`src/core/uart_pkg.sv`:
```
// shared constants, types and state encodings for the dual serial channel core
// assumes one synchronous clock domain and a host bus already sampled to that clock
package uart_pkg;

   localparam int unsigned CHANNELS = 2;
   localparam int unsigned FIFO_DEPTH = 16;

   // register offsets, general set
   localparam logic [2:0] REG_DATA = 3'h0;
   localparam logic [2:0] REG_IER = 3'h1;
   localparam logic [2:0] REG_ISR_FCR = 3'h2;
   localparam logic [2:0] REG_LCR = 3'h3;
   localparam logic [2:0] REG_MCR = 3'h4;
   localparam logic [2:0] REG_LSR = 3'h5;
   localparam logic [2:0] REG_MSR = 3'h6;
   localparam logic [2:0] REG_SPR = 3'h7;
   // register offsets, divisor set (line control bit 7 high)
   localparam logic [2:0] REG_DLL = 3'h0;
   localparam logic [2:0] REG_DLM = 3'h1;
   localparam logic [2:0] REG_AFR = 3'h2;

   // field positions
   localparam int unsigned LCR_STOP2 = 2;
   localparam int unsigned LCR_PAR_EN = 3;
   localparam int unsigned LCR_PAR_EVEN = 4;
   localparam int unsigned LCR_DLAB = 7;
   localparam int unsigned MCR_RTS = 1;
   localparam int unsigned MCR_LOOP = 4;
   localparam int unsigned AFR_BCAST = 0;
   localparam int unsigned FCR_FIFO_EN = 0;
   localparam int unsigned FCR_RX_CLR = 1;
   localparam int unsigned FCR_TX_CLR = 2;
   localparam int unsigned LSR_DR = 0;
   localparam int unsigned LSR_OE = 1;
   localparam int unsigned LSR_PE = 2;
   localparam int unsigned LSR_FE = 3;
   localparam int unsigned LSR_THRE = 5;
   localparam int unsigned LSR_TEMT = 6;

   // reset and fixed read values
   localparam logic [7:0] REG_RESET = 8'h00;
   localparam logic [7:0] DLL_RESET = 8'h01;
   localparam logic [7:0] ISR_NONE = 8'h01;
   localparam logic [7:0] IER_MASK = 8'h0f;

   // bit timing in 16x ticks and character shape
   localparam logic [3:0] TICK_LAST = 4'hf;
   localparam logic [3:0] TICK_HALF = 4'h7;
   localparam logic [3:0] BASE_BITS = 4'h5;
   localparam logic [4:0] CAP_BYTE = 5'h01;
   localparam logic [4:0] CAP_FIFO = 5'h10;
   localparam logic [4:0] RX_TRIG [4] = '{5'h01, 5'h04, 5'h08, 5'h0e};

   // host parallel bus, one sample per clock
   typedef struct packed {
      logic cs_n;
      logic channel_pick;
      logic [2:0] addr;
      logic read_strobe_n;
      logic write_strobe_n;
      logic [7:0] wdata;
   } host_bus_t;

   typedef enum logic {TX_IDLE = 1'b0, TX_SEND = 1'b1} tx_state_t;
   typedef enum logic [1:0] {
      RX_IDLE = 2'b00, RX_START = 2'b01, RX_BITS = 2'b11, RX_DONE = 2'b10
   } rx_state_t;

endpackage : uart_pkg

```
`src/core/dual_uart.sv`:
```
// dual asynchronous serial channel: host register access, fifos, framing and pins
// assumes host strobes are synchronous to clock and held low at least one clock
//
// Contract
// - mcr bit 1 set drives that channel's request-to-send low
// - request-to-send reads high after reset
// - loopback feeds own transmit stream into receiver, ignoring receive pin
// - transmit pin high in reset, idle, or when transmitter not sending
// - loopback holds the transmit pin inactive high
// - transmit-ready low while any transmit fifo or holding slot free
// - chip select high ignores all; channel pick high is A, low B
// - afr bit 0 of the picked channel makes writes update both channels
// - characters framed with start and stop bits; receiver syncs on them
// - optional parity appended on send and checked on receive
// - each channel has 16-byte transmit and receive fifos
// - four selectable receive fill thresholds raise a level flag
// - read strobe fall loads addressed register onto read data
// - write strobe fall stores data into addressed register
// - divisor latches and afr reachable only with lcr bit 7 set
`timescale 1ns/1ps
module dual_uart (
   input wire logic clock,
   input wire logic nrst,
   input wire uart_pkg::host_bus_t host,
   output logic [7:0] read_data,
   input wire logic [1:0] serial_in,
   output logic [1:0] serial_out,
   output logic [1:0] request_send_out_n,
   output logic [1:0] tx_space_flag_n,
   output logic [1:0] rx_level_reached
);

   // mask of valid data bits for a character length code
   function automatic logic [7:0] data_mask(input logic [1:0] len);
      data_mask = 8'hff >> (2'h3 - len);
   endfunction : data_mask

   // parity bit for the masked data, even or odd
   function automatic logic parity_of(input logic [7:0] d, input logic even);
      parity_of = even ? ^d : ~^d;
   endfunction : parity_of

   ////////////////////////////////////////////////////////////////////////////
   // strobe edge detection and channel decode

   logic rd_prev_q;
   logic wr_prev_q;
   logic rd_fall;
   logic wr_fall;
   logic sel;
   logic [1:0] bcast;
   logic [1:0][7:0] ch_rd;
   logic [7:0] read_data_q;

   // previous strobe levels, idle high
   always_ff @(posedge clock) begin
      if (!nrst) begin
         rd_prev_q <= 1'b1;
         wr_prev_q <= 1'b1;
      end else begin
         rd_prev_q <= host.read_strobe_n;
         wr_prev_q <= host.write_strobe_n;
      end
   end

   assign rd_fall = rd_prev_q & ~host.read_strobe_n & ~host.cs_n;
   assign wr_fall = wr_prev_q & ~host.write_strobe_n & ~host.cs_n;
   assign sel = ~host.channel_pick; // index 0 is channel A

   // read data latched from the picked channel only
   always_ff @(posedge clock) begin
      if (!nrst) begin
         read_data_q <= uart_pkg::REG_RESET;
      end else if (rd_fall) begin
         read_data_q <= ch_rd[sel];
      end
   end
   assign read_data = read_data_q;

   ////////////////////////////////////////////////////////////////////////////
   // per-channel logic

   for (genvar c = 0; c < uart_pkg::CHANNELS; c++) begin : g_ch
      logic [7:0] lcr_q, mcr_q, fcr_q, ier_q, spr_q, dll_q, dlm_q, afr_q;
      logic [7:0] lsr;
      logic [2:0] err_q; // overrun, parity, framing
      logic wr_hit, rd_hit, dlab;
      logic [7:0] txm [uart_pkg::FIFO_DEPTH];
      logic [7:0] rxm [uart_pkg::FIFO_DEPTH];
      logic [3:0] tx_wp_q, tx_rp_q, rx_wp_q, rx_rp_q;
      logic [4:0] tx_cnt_q, rx_cnt_q, cap;
      logic tx_push, tx_pop, rx_push, rx_pop, rx_full;
      logic [15:0] baud_q, div;
      logic tick;
      uart_pkg::tx_state_t tx_st_q;
      logic [11:0] tx_sh_q, frame;
      logic [3:0] tx_tick_q, tx_idx_q, nbits, tx_last, rx_last;
      logic tx_line, rx_line;
      uart_pkg::rx_state_t rx_st_q;
      logic [11:0] rx_sh_q;
      logic [3:0] rx_tick_q, rx_idx_q;
      logic [7:0] rx_data;
      logic par_en;

      assign dlab = lcr_q[uart_pkg::LCR_DLAB];
      assign bcast[c] = afr_q[uart_pkg::AFR_BCAST];
      assign wr_hit = wr_fall & ((sel == c) | bcast[sel]);
      assign rd_hit = rd_fall & (sel == c);
      assign cap = fcr_q[uart_pkg::FCR_FIFO_EN] ? uart_pkg::CAP_FIFO : uart_pkg::CAP_BYTE;
      assign par_en = lcr_q[uart_pkg::LCR_PAR_EN];
      assign nbits = uart_pkg::BASE_BITS + {2'b00, lcr_q[1:0]};

      // configuration registers; divisor set only behind lcr bit 7
      always_ff @(posedge clock) begin
         if (!nrst) begin
            lcr_q <= uart_pkg::REG_RESET;
            mcr_q <= uart_pkg::REG_RESET;
            fcr_q <= uart_pkg::REG_RESET;
            ier_q <= uart_pkg::REG_RESET;
            spr_q <= uart_pkg::REG_RESET;
            dll_q <= uart_pkg::DLL_RESET;
            dlm_q <= uart_pkg::REG_RESET;
            afr_q <= uart_pkg::REG_RESET;
         end else if (wr_hit) begin
            if (dlab) begin
               case (host.addr)
                  uart_pkg::REG_DLL: dll_q <= host.wdata;
                  uart_pkg::REG_DLM: dlm_q <= host.wdata;
                  uart_pkg::REG_AFR: afr_q <= host.wdata;
                  uart_pkg::REG_LCR: lcr_q <= host.wdata;
                  uart_pkg::REG_MCR: mcr_q <= host.wdata;
                  uart_pkg::REG_SPR: spr_q <= host.wdata;
                  default: ;
               endcase
            end else begin
               case (host.addr)
                  uart_pkg::REG_IER: ier_q <= host.wdata & uart_pkg::IER_MASK;
                  uart_pkg::REG_ISR_FCR: fcr_q <= host.wdata;
                  uart_pkg::REG_LCR: lcr_q <= host.wdata;
                  uart_pkg::REG_MCR: mcr_q <= host.wdata;
                  uart_pkg::REG_SPR: spr_q <= host.wdata;
                  default: ;
               endcase
            end
         end
      end

      // register read mux
      always_comb begin
         ch_rd[c] = uart_pkg::REG_RESET;
         case (host.addr)
            uart_pkg::REG_DATA: ch_rd[c] = dlab ? dll_q : rxm[rx_rp_q];
            uart_pkg::REG_IER: ch_rd[c] = dlab ? dlm_q : ier_q;
            uart_pkg::REG_ISR_FCR: ch_rd[c] = dlab ? afr_q : uart_pkg::ISR_NONE;
            uart_pkg::REG_LCR: ch_rd[c] = lcr_q;
            uart_pkg::REG_MCR: ch_rd[c] = mcr_q;
            uart_pkg::REG_LSR: ch_rd[c] = lsr;
            uart_pkg::REG_MSR: ch_rd[c] = uart_pkg::REG_RESET;
            uart_pkg::REG_SPR: ch_rd[c] = spr_q;
            default: ch_rd[c] = uart_pkg::REG_RESET;
         endcase
      end

      // line status, error bits cleared by reading it
      always_comb begin
         lsr = uart_pkg::REG_RESET;
         lsr[uart_pkg::LSR_DR] = (rx_cnt_q != 5'h00);
         lsr[uart_pkg::LSR_OE] = err_q[2];
         lsr[uart_pkg::LSR_PE] = err_q[1];
         lsr[uart_pkg::LSR_FE] = err_q[0];
         lsr[uart_pkg::LSR_THRE] = (tx_cnt_q == 5'h00);
         lsr[uart_pkg::LSR_TEMT] = (tx_cnt_q == 5'h00) && (tx_st_q == uart_pkg::TX_IDLE);
      end

      // 16x tick from the divisor latch, zero treated as one
      assign div = ({dlm_q, dll_q} == 16'h0000) ? 16'h0001 : {dlm_q, dll_q};
      assign tick = (baud_q >= div - 16'h0001);
      always_ff @(posedge clock) begin
         if (!nrst) baud_q <= 16'h0000;
         else baud_q <= tick ? 16'h0000 : baud_q + 16'h0001;
      end

      // transmit fifo, 16 deep or a single holding byte
      assign tx_push = wr_hit && !dlab && (host.addr == uart_pkg::REG_DATA) && (tx_cnt_q < cap);
      assign tx_pop = (tx_st_q == uart_pkg::TX_IDLE) && (tx_cnt_q != 5'h00);
      always_ff @(posedge clock) begin
         if (tx_push) txm[tx_wp_q] <= host.wdata;
      end
      always_ff @(posedge clock) begin
         if (!nrst || (wr_hit && !dlab && host.addr == uart_pkg::REG_ISR_FCR
                       && host.wdata[uart_pkg::FCR_TX_CLR])) begin
            tx_wp_q <= 4'h0;
            tx_rp_q <= 4'h0;
            tx_cnt_q <= 5'h00;
         end else begin
            tx_wp_q <= tx_wp_q + {3'h0, tx_push};
            tx_rp_q <= tx_rp_q + {3'h0, tx_pop};
            tx_cnt_q <= tx_cnt_q + {4'h0, tx_push} - {4'h0, tx_pop};
         end
      end
      assign tx_space_flag_n[c] = ~(tx_cnt_q < cap);

      // outgoing frame: start, data, optional parity, one or two stops
      always_comb begin
         frame = 12'hfff;
         frame[0] = 1'b0;
         frame[8:1] = (txm[tx_rp_q] & data_mask(lcr_q[1:0])) | ~data_mask(lcr_q[1:0]);
         if (par_en) frame[nbits + 4'h1] = parity_of(txm[tx_rp_q] & data_mask(lcr_q[1:0]),
                                                     lcr_q[uart_pkg::LCR_PAR_EVEN]);
      end
      assign tx_last = nbits + {3'h0, par_en} + {3'h0, lcr_q[uart_pkg::LCR_STOP2]} + 4'h1;

      // transmit shifter
      always_ff @(posedge clock) begin
         if (!nrst) begin
            tx_st_q <= uart_pkg::TX_IDLE;
            tx_sh_q <= 12'hfff;
            tx_tick_q <= 4'h0;
            tx_idx_q <= 4'h0;
         end else begin
            case (tx_st_q)
               uart_pkg::TX_IDLE: begin
                  if (tx_pop) begin
                     tx_st_q <= uart_pkg::TX_SEND;
                     tx_sh_q <= frame;
                     tx_tick_q <= 4'h0;
                     tx_idx_q <= 4'h0;
                  end
               end
               uart_pkg::TX_SEND: begin
                  if (tick) begin
                     tx_tick_q <= tx_tick_q + 4'h1;
                     if (tx_tick_q == uart_pkg::TICK_LAST) begin
                        tx_sh_q <= {1'b1, tx_sh_q[11:1]};
                        tx_idx_q <= tx_idx_q + 4'h1;
                        if (tx_idx_q == tx_last) tx_st_q <= uart_pkg::TX_IDLE;
                     end
                  end
               end
               default: tx_st_q <= uart_pkg::TX_IDLE;
            endcase
         end
      end
      assign tx_line = (tx_st_q == uart_pkg::TX_SEND) ? tx_sh_q[0] : 1'b1;

      // pins and loopback routing
      assign serial_out[c] = mcr_q[uart_pkg::MCR_LOOP] ? 1'b1 : tx_line;
      assign rx_line = mcr_q[uart_pkg::MCR_LOOP] ? tx_line : serial_in[c];
      assign request_send_out_n[c] = ~mcr_q[uart_pkg::MCR_RTS];

      // receiver: start found at low, checked mid-bit, then one sample per bit
      assign rx_last = nbits + {3'h0, par_en};
      always_ff @(posedge clock) begin
         if (!nrst) begin
            rx_st_q <= uart_pkg::RX_IDLE;
            rx_sh_q <= 12'h000;
            rx_tick_q <= 4'h0;
            rx_idx_q <= 4'h0;
         end else begin
            case (rx_st_q)
               uart_pkg::RX_IDLE: begin
                  rx_tick_q <= 4'h0;
                  rx_idx_q <= 4'h0;
                  if (tick && !rx_line) rx_st_q <= uart_pkg::RX_START;
               end
               uart_pkg::RX_START: begin
                  if (tick) begin
                     rx_tick_q <= rx_tick_q + 4'h1;
                     if (rx_tick_q == uart_pkg::TICK_HALF) begin
                        rx_tick_q <= 4'h0;
                        rx_st_q <= rx_line ? uart_pkg::RX_IDLE : uart_pkg::RX_BITS;
                     end
                  end
               end
               uart_pkg::RX_BITS: begin
                  if (tick) begin
                     rx_tick_q <= rx_tick_q + 4'h1;
                     if (rx_tick_q == uart_pkg::TICK_LAST) begin
                        rx_sh_q[rx_idx_q] <= rx_line;
                        rx_idx_q <= rx_idx_q + 4'h1;
                        if (rx_idx_q == rx_last) rx_st_q <= uart_pkg::RX_DONE;
                     end
                  end
               end
               uart_pkg::RX_DONE: rx_st_q <= uart_pkg::RX_IDLE;
               default: rx_st_q <= uart_pkg::RX_IDLE;
            endcase
         end
      end
      assign rx_data = rx_sh_q[7:0] & data_mask(lcr_q[1:0]);

      // receive fifo and sticky errors; a new error wins over the clearing read
      assign rx_full = (rx_cnt_q >= cap);
      assign rx_push = (rx_st_q == uart_pkg::RX_DONE) && !rx_full;
      assign rx_pop = rd_hit && !dlab && (host.addr == uart_pkg::REG_DATA) && (rx_cnt_q != 5'h00);
      always_ff @(posedge clock) begin
         if (rx_push) rxm[rx_wp_q] <= rx_data;
      end
      always_ff @(posedge clock) begin
         if (!nrst || (wr_hit && !dlab && host.addr == uart_pkg::REG_ISR_FCR
                       && host.wdata[uart_pkg::FCR_RX_CLR])) begin
            rx_wp_q <= 4'h0;
            rx_rp_q <= 4'h0;
            rx_cnt_q <= 5'h00;
         end else begin
            rx_wp_q <= rx_wp_q + {3'h0, rx_push};
            rx_rp_q <= rx_rp_q + {3'h0, rx_pop};
            rx_cnt_q <= rx_cnt_q + {4'h0, rx_push} - {4'h0, rx_pop};
         end
      end
      always_ff @(posedge clock) begin
         if (!nrst) begin
            err_q <= 3'h0;
         end else begin
            if (rd_hit && host.addr == uart_pkg::REG_LSR) err_q <= 3'h0;
            if (rx_st_q == uart_pkg::RX_DONE) begin
               if (rx_full) err_q[2] <= 1'b1;
               if (par_en && (rx_sh_q[nbits] != parity_of(rx_data,
                              lcr_q[uart_pkg::LCR_PAR_EVEN]))) err_q[1] <= 1'b1;
               if (!rx_sh_q[rx_last]) err_q[0] <= 1'b1;
            end
         end
      end

      // fill threshold flag, chosen by fcr bits 7:6 in fifo mode
      assign rx_level_reached[c] = fcr_q[uart_pkg::FCR_FIFO_EN]
         ? (rx_cnt_q >= uart_pkg::RX_TRIG[fcr_q[7:6]]) : (rx_cnt_q != 5'h00);
   end

endmodule : dual_uart

```
`config.mk`:
```
export PLATFORM = sky130hd
export DESIGN_NAME = dual_uart
export DESIGN_NICKNAME = d
export VERILOG_FILES = /design/src/core/uart_pkg.sv /design/src/core/dual_uart.sv
export SDC_FILE = /design/constraint.sdc
export NUM_CORES = 1
export LEC_CHECK = 0
export ABC_AREA = 1
export ABC_CLOCK_PERIOD_IN_PS = 3700
export BUFFER_PORTS_ARGS = -buffer_cell sky130_fd_sc_hd__buf_2
export CORE_MARGIN = 10
export CORE_UTILIZATION = 40
export DETAILED_ROUTE_END_ITERATION = 12
export PLACE_DENSITY_LB_ADDON = 0.2
export SLEW_MARGIN = 15
export SYNTH_ARGS = -nofsm -noshare
export SYNTH_HDL_FRONTEND = slang
export SYNTH_SLANG_ARGS = --single-unit
```
`constraint.sdc`:
```
create_clock -name clock -period 3.7 [get_ports clock]
set_input_delay 0.185 -clock clock [delete_from_list [all_inputs] [get_ports clock]]
set_output_delay 0.185 -clock clock [all_outputs]
set_load 0.005 [all_outputs]
```
==> reports/qor.txt, run 1 <==
Die Ht = 326 µm
Starting DRT DRC Count = 2,300
Post-Layout Cell Count = 5,567
ys async rst share = 0%
pin count of the biggest net entering global routing = 89
Clock transition at path regs = 0.06 ns
I/O Pins = 35
routed wire length = 100 mm
Clock Latency Late Sink = 0.66 ns
placed insts = 5,380
fmax = 0.276 GHz
CTS root buffer = clkbuf_16
Post-synth EDFFs = 512
Critical Path AT = 4.16 ns
R2R cell count = 24
H-tree depth = 3
Vias = 28,328
CP endpoint kind = flip-flop
dpl hpwl = 64.6 mm
CTS tree = yes
synthesis-stage register bit count = 808
Sink Count = 808
hold path cells = 1
RSZ-0062 raised after global routing = yes
cts bufs inserted = 89
Synth Instances = 4,047
Max Cap Viol = 0
GR Overflow Total = 0
pwr/cell area = 522 mW/mm²
CP most frequent cell = nand2_2
Nets = 4,399
vias in the first global route = 27,211
Vias/cell = 5.09
RD Place Congestion = 0.836
crit-path cells = nor2_2 > nand2_2 > nor4_4 > a31oi_2 > ha_2 > nand2_2 > nor3_4 > nand2_2 > nor3_2 > xor2_1 > inv_1 > ha_4 > nand4_1 > nor3_2 > nand3_1 > nand3_2 > buf_12 > nand4_1 > buf_6 > buf_12 > nor2_4 > nand2_1 > o21ai_1 > a21oi_1
Hold/Removal Path Class = in2reg
Area Overhead vs Synth = 17.1%
Seq/Total Area, Yosys = 57.0%
PortBufs = 34
die area = 0.106 mm²
Final Hold Viols = 0
drt pass-1 iters = 5
endpoints failing setup = 0
Final Power = 22.9 mW
ys flop type = edfxtp_1
drt wl/cell = 18.0 µm
clock period minus worst slack = 3.62 ns
slowest cell on the critical path = dfxtp_2
Netlist cell types = 56
Horiz. Die Dim = 326 µm
post-route ant nets = 0
Ys Warns = 0
static leakage = 16.9 nW
fill cell count = 8,935
# DRC = 0
max-slew violations = 0
Mapped Nets = 4,206
Mapped Area = 0.0374 mm²
VDD IR max = 0.000387 V
critical path required time = 4.24 ns
diode count = 0
commonest non-fill, non-tap cell in the layout = nand2_1
crit-path max cell delay = 0.34 ns
first-pass GRT wire length = 157 mm
CP Launch Type = flip-flop
clk_skew = 0.0314 ns
Syn Area/Cell = 9.23 µm²
Starting Density = 40.2%
commonest cells after routing, fill and taps aside = nand2_1 (719), nor2_1 (536), edfxtp_1 (512)
worst slew pin tran = 0.960 ns
Clock Path Buffers = 3
share of cells above drive strength 1 = 12.8%
Core Box Area = 0.0930 mm²
# rows = 112
critical path class = reg2reg
antenna violations before repair = 6
GRT Overall Usage = 18.3%
relative slew slack = 35.4%
fin crit share = 97.9%
CP Max Fanout = 6
status = complete, no violations
==> sequential cells by signal (all words and copies together), names as in the netlist, 24 cells and up, named ones only <==
name	count
g_ch.txm	256
g_ch.rxm	256
g_ch.rx_sh_q	24
g_ch.tx_sh_q	24
g_ch.baud_q	32
==> final cells by class <==
cell class                 instances  area [µm²]  share of cell area, %
inverter                         412        1550                   3.55
clock buffer                     136        2610                   5.96
multi-input combinational       2670       14400                   32.8
clock inverter                    28         295                  0.675
tap                             1254        1570                   3.58
timing repair buffer             258        2050                   4.68
timing repair inverter             1        7.51                 0.0172
sequential                       808       21300                   48.7
==> through the flow <==
step / hold slack [ns] / area, µm² / TNS, ns / utilization (%) / setup WS, ns
after floorplan: 0.282 / 37400 / 0 / - / 0.0575
after global placement: 0.378 / 40000 / 0 / 43.0 / 0.0466
after detailed placement: 0.389 / 40000 / -0.107 / 43.0 / -0.0303
after CTS: 0.0235 / 43000 / 0 / 46.2 / 0.0350
after global routing: 0.0514 / 43800 / -5.67 / 47.0 / -0.190
final: 0.0549 / 43800 / 0 / 47.0 / 0.0778
==> path summary, 6_finish.rpt <==
path | startpoint | to | slack, ns
min | host[5] | g_ch[0].txm[13][5] | 0.05
min reg2reg | g_ch[0].mcr_q[3] | g_ch[0].mcr_q[3] | 0.46
max reg2reg | g_ch[0].dlm_q[0] | g_ch[0].rx_sh_q[5] | 0.08
max | g_ch[0].dlm_q[0] | g_ch[0].rx_sh_q[5] | 0.08
==> critical path: cells and delay by family (launching register included) <==
kind,cells,cell delay [ns]
DFF,1,0.34
adders and majority gates,2,0.49
and+or+nand+nor,14,1.55
xor gates and xnor gates,1,0.16
buffers and inverters,4,0.54
AOI/OAI and AO/OA,3,0.42
==> metal layers <==
metal	share of wire, %	GRT usage (%)	vias to the layer above	wire length, µm
met5	0.020	0	-	20
met4	2.1	4.82	2	2090
met3	5.2	2.40	143	5250
met2	47	30.0	648	46900
met1	46	25.4	13474	45800
li1	-	-	14061	-
==> cells in the mapped netlist, types with 41 or more instances <==
cell type  instances  area, µm²
nand2_1          739       2770
nor2_1           559       2100
edfxtp_1         512      15400
inv_1            396       1490
o21ai_0          347       1740
dfxtp_1          296       5930
a21oi_1          258       1290
nand3_1          242       1210
ha_1             134       1680
clkbuf_1          96        360
xor2_1            69        604
o211ai_1          41        308
==> report_power, final <==
part	internal, mW	total (mW)	switching (mW)	leakage (nW)
Clock	5.15	8.84	3.68	1.42
Combinational	1.38	4.01	2.64	8.46
Sequential	9.78	10.0	0.220	7.00
Total	16.3	22.9	6.54	16.9
==> timing repair <==
item,CTS,global route
gates cloned,0,4
endpoints found under the hold margin,18,0
hold buffers,3,0
gates resized for setup,4,180
pin swaps,0,53
buffers inserted,0,16
endpoints found under the setup margin,35,103
==> cells by family after synthesis <==
kind of cell | count (synthesis) | synth area share [%]
AOI/OAI and AO/OA | 778 | 11.5
xor gates and xnor gates | 103 | 2.41
adders and majority gates | 140 | 4.81
buffers and inverters | 569 | 6.09
DFF | 808 | 57.0
muxes | 5 | 0.134
and+or+nand+nor | 1644 | 18.1
Power figures use the tool's default switching activity.
==> inputs of run 2 (changes only) <==
--- a/config.mk
+++ b/config.mk
@@ -11,7 +11,6 @@
 export CORE_MARGIN = 10
 export CORE_UTILIZATION = 40
 export DETAILED_ROUTE_END_ITERATION = 12
-export PLACE_DENSITY_LB_ADDON = 0.2
 export SLEW_MARGIN = 15
 export SYNTH_ARGS = -nofsm -noshare
 export SYNTH_HDL_FRONTEND = slang
==> run 2 against run 1 <==
Maximum frequency is 1.2% higher. Routed wire length is 2.4% lower. Worst hold slack worse by 0.0048 ns. Cell area is 0.99% lower. Clock power hardly changed. Die area stayed put. Largest power group unchanged. Highest routed layer is now met4.
==> reports/qor.txt, run 2 (synthesized netlist as in run 1, its figures left out) <==
first-pass GRT wire length = 152 mm (was 157 mm)
Final Power = 22.8 mW (was 22.9 mW)
CP Max Fanout = 6 (unchanged)
# rows = 112 (unchanged)
critical path class = reg2reg (unchanged)
Starting Density = 40.2% (unchanged)
commonest cells after routing, fill and taps aside = nand2_1 (721), nor2_1 (543), edfxtp_1 (512) (was nand2_1 (719), nor2_1 (536), edfxtp_1 (512))
Clock Path Buffers = 3 (unchanged)
GR Overflow Total = 0 (unchanged)
clock period minus worst slack = 3.58 ns (was 3.62 ns)
Area Overhead vs Synth = 16.0% (was 17.1%)
endpoints failing setup = 0 (unchanged)
switch share = 28.7% (was 28.6%)
setup_tns = 0 ns (unchanged)
Starting DRT DRC Count = 2,251 (was 2,300)
die area = 0.106 mm² (unchanged)
largest registers = g_ch.rxm: 256 flops, g_ch.txm: 256 flops, g_ch.baud_q: 32 flops (unchanged)
RD Place Congestion = 0.831 (was 0.836)
fill cell count = 8,848 (was 8,935)
Nets = 4,370 (was 4,399)
relative slew slack = 27.3% (was 35.4%)
worst slew pin tran = 1.09 ns (was 0.960 ns)
Vias/cell = 5.10 (was 5.09)
placed insts = 5,359 (was 5,380)
fin crit share = 96.7% (was 97.9%)
DP Area = 0.0398 mm² (was 0.0400 mm²)
Max Cap Viol = 0 (unchanged)
dpl hpwl = 62.9 mm (was 64.6 mm)
VDD IR max = 0.000379 V (was 0.000387 V)
antenna violations before repair = 1 (was 6)
drt wl/cell = 17.6 µm (was 18.0 µm)
Sink Count = 808 (unchanged)
cts bufs inserted = 87 (was 89)
I/O Pins = 35 (unchanged)
critical path required time = 4.25 ns (was 4.24 ns)
share of cells above drive strength 1 = 12.0% (was 12.8%)
Comb power frac = 17.4% (was 17.6%)
Clock Latency Late Sink = 0.66 ns (about the same)
commonest non-fill, non-tap cell in the layout = nand2_1 (unchanged)
status = complete, no violations (unchanged)
CP Launch Type = flip-flop (unchanged)
Hold Slack = 0.0501 ns (was 0.0549 ns)
Internal = 16.2 mW (was 16.3 mW)
diode count = 0 (unchanged)
# DRC = 0 (unchanged)
routed wire length = 97.7 mm (was 100 mm)
CTS root buffer = clkbuf_16 (unchanged)
Final Hold Viols = 0 (unchanged)
hold path cells = 4 (was 1)
Hold/Removal Path Class = in2reg (unchanged)
clk_skew = 0.0495 ns (was 0.0314 ns)
Finished Cell Area = 0.0433 mm² (was 0.0438 mm²)
Horiz. Die Dim = 326 µm (unchanged)
H-tree depth = 3 (unchanged)
P_sw = 6.52 mW (was 6.54 mW)
CTS tree = yes (unchanged)
RSZ-0062 raised after global routing = yes (unchanged)
GRT Overall Usage = 17.8% (was 18.3%)
Critical Path AT = 4.13 ns (was 4.16 ns)
Vias = 28,279 (was 28,328)
fmax = 0.280 GHz (was 0.276 GHz)
Seq pwr share = 43.8% (about the same)
pin count of the biggest net entering global routing = 159 (was 89)
Post-Layout Cell Count = 5,540 (was 5,567)
R2R cell count = 26 (was 24)
clock share of power = 38.8% (was 38.7%)
static leakage = 16.6 nW (was 16.9 nW)
max-slew violations = 0 (unchanged)
vias in the first global route = 26,643 (was 27,211)
CP endpoint kind = flip-flop (unchanged)
Die Ht = 326 µm (unchanged)
pwr/cell area = 525 mW/mm² (was 522 mW/mm²)
post-route ant nets = 0 (unchanged)
Clock transition at path regs = 0.06 ns (about the same)
PortBufs = 34 (unchanged)
drt pass-1 iters = 7 (was 5)
Core Box Area = 0.0930 mm² (unchanged)
-- run 2: changes by cell type in the layout (fill, tap and decap cells not counted), moves of 7 or more --
cell | previous run | this run
buf_4 | 202 | 184
a21oi_2 | 17 | 10
nor2_1 | 536 | 543
clkbuf_1 | 31 | 22
clkinv_2 | 9 | 19
o21ai_0 | 328 | 342
buf_12 | 11 | 3
o21ai_1 | 32 | 17
-- run 2: layout make-up --
cell class | count | area (µm²) | share of cell area (%)
inverter | 412 | 1550 | 3.58
tap | 1254 | 1570 | 3.62
clock inverter | 44 | 499 | 1.15
timing repair buffer | 232 | 1740 | 4.00
sequential | 808 | 21300 | 49.2
multi-input combinational | 2670 | 14200 | 32.8
clock buffer | 120 | 2420 | 5.59
-- run 2: final timing paths --
check                        start                  to  slack, ns
setup reg to reg  g_ch[0].dll_q[7]  g_ch[0].tx_sh_q[4]       0.12
hold / removal        serial_in[1]  g_ch[1].rx_sh_q[2]       0.05
setup / recovery  g_ch[0].dll_q[7]  g_ch[0].tx_sh_q[4]       0.12
hold reg to reg   g_ch[1].mcr_q[3]    g_ch[1].mcr_q[3]       0.45
-- run 2: worst max-delay path, cell delays in order, from the launching register on --
cell,delay (ns)
dfxtp_2,0.36
nor2_4,0.04
nand2_2,0.08
nor4_4,0.05
a31oi_2,0.21
buf_4,0.16
nand2_2,0.06
nor2_2,0.16
nand2_2,0.10
nor2_4,0.10
nand2_2,0.07
nor2_2,0.12
nand2_1,0.07
xor2_1,0.15
ha_1,0.29
nand4_1,0.13
nor3_2,0.25
nand2_1,0.12
nand3_4,0.16
nand2_4,0.07
nor2_4,0.09
inv_2,0.06
nand2_4,0.08
clkinvlp_4,0.16
buf_6,0.18
a21oi_2,0.10
nand2_1,0.06
-- run 2: metrics by stage --
| stage | util, % | setup WS (ns) |
|---|---|---|
| floorplan | - | 0.0575 |
| global placement | 42.8 | 0.0233 |
| detailed placement | 42.8 | -0.0558 |
| CTS | 45.9 | -0.0138 |
| global route | 46.6 | -0.192 |
| finish | 46.6 | 0.122 |
-- run 2: power by group through the flow --
| stage | registers [mW] | logic, mW | clock network (mW) |
|---|---|---|---|
| after floorplan | 10.1 | 2.78 | 0 |
| after CTS | 9.96 | 3.84 | 9.00 |
| after detailed placement | 10.2 | 3.82 | 0 |
| after global routing | 10.0 | 4.51 | 9.35 |
| final | 9.97 | 3.97 | 8.83 |
| after global placement | 10.1 | 3.75 | 0 |
-- run 2: per-layer routing --
| metal | vias to the layer above | global-route usage (%) | part of all wire (%) |
|---|---|---|---|
| li1 | 14010 | - | - |
| met1 | 13399 | 24.7 | 46 |
| met2 | 709 | 28.7 | 47 |
| met3 | 161 | 2.40 | 5.0 |
| met4 | 0 | 5.10 | 2.5 |
| met5 | - | 0 | 0 |
-- run 2: timing repair --
action                     4_1_cts  5_1_grt
hold buffers                     2        0
pin swaps                        1       33
gates resized for setup          3      135
buffers inserted                 0       14
hold endpoints to repair         2        0
setup endpoints to repair       28      101
cloned                           0        1
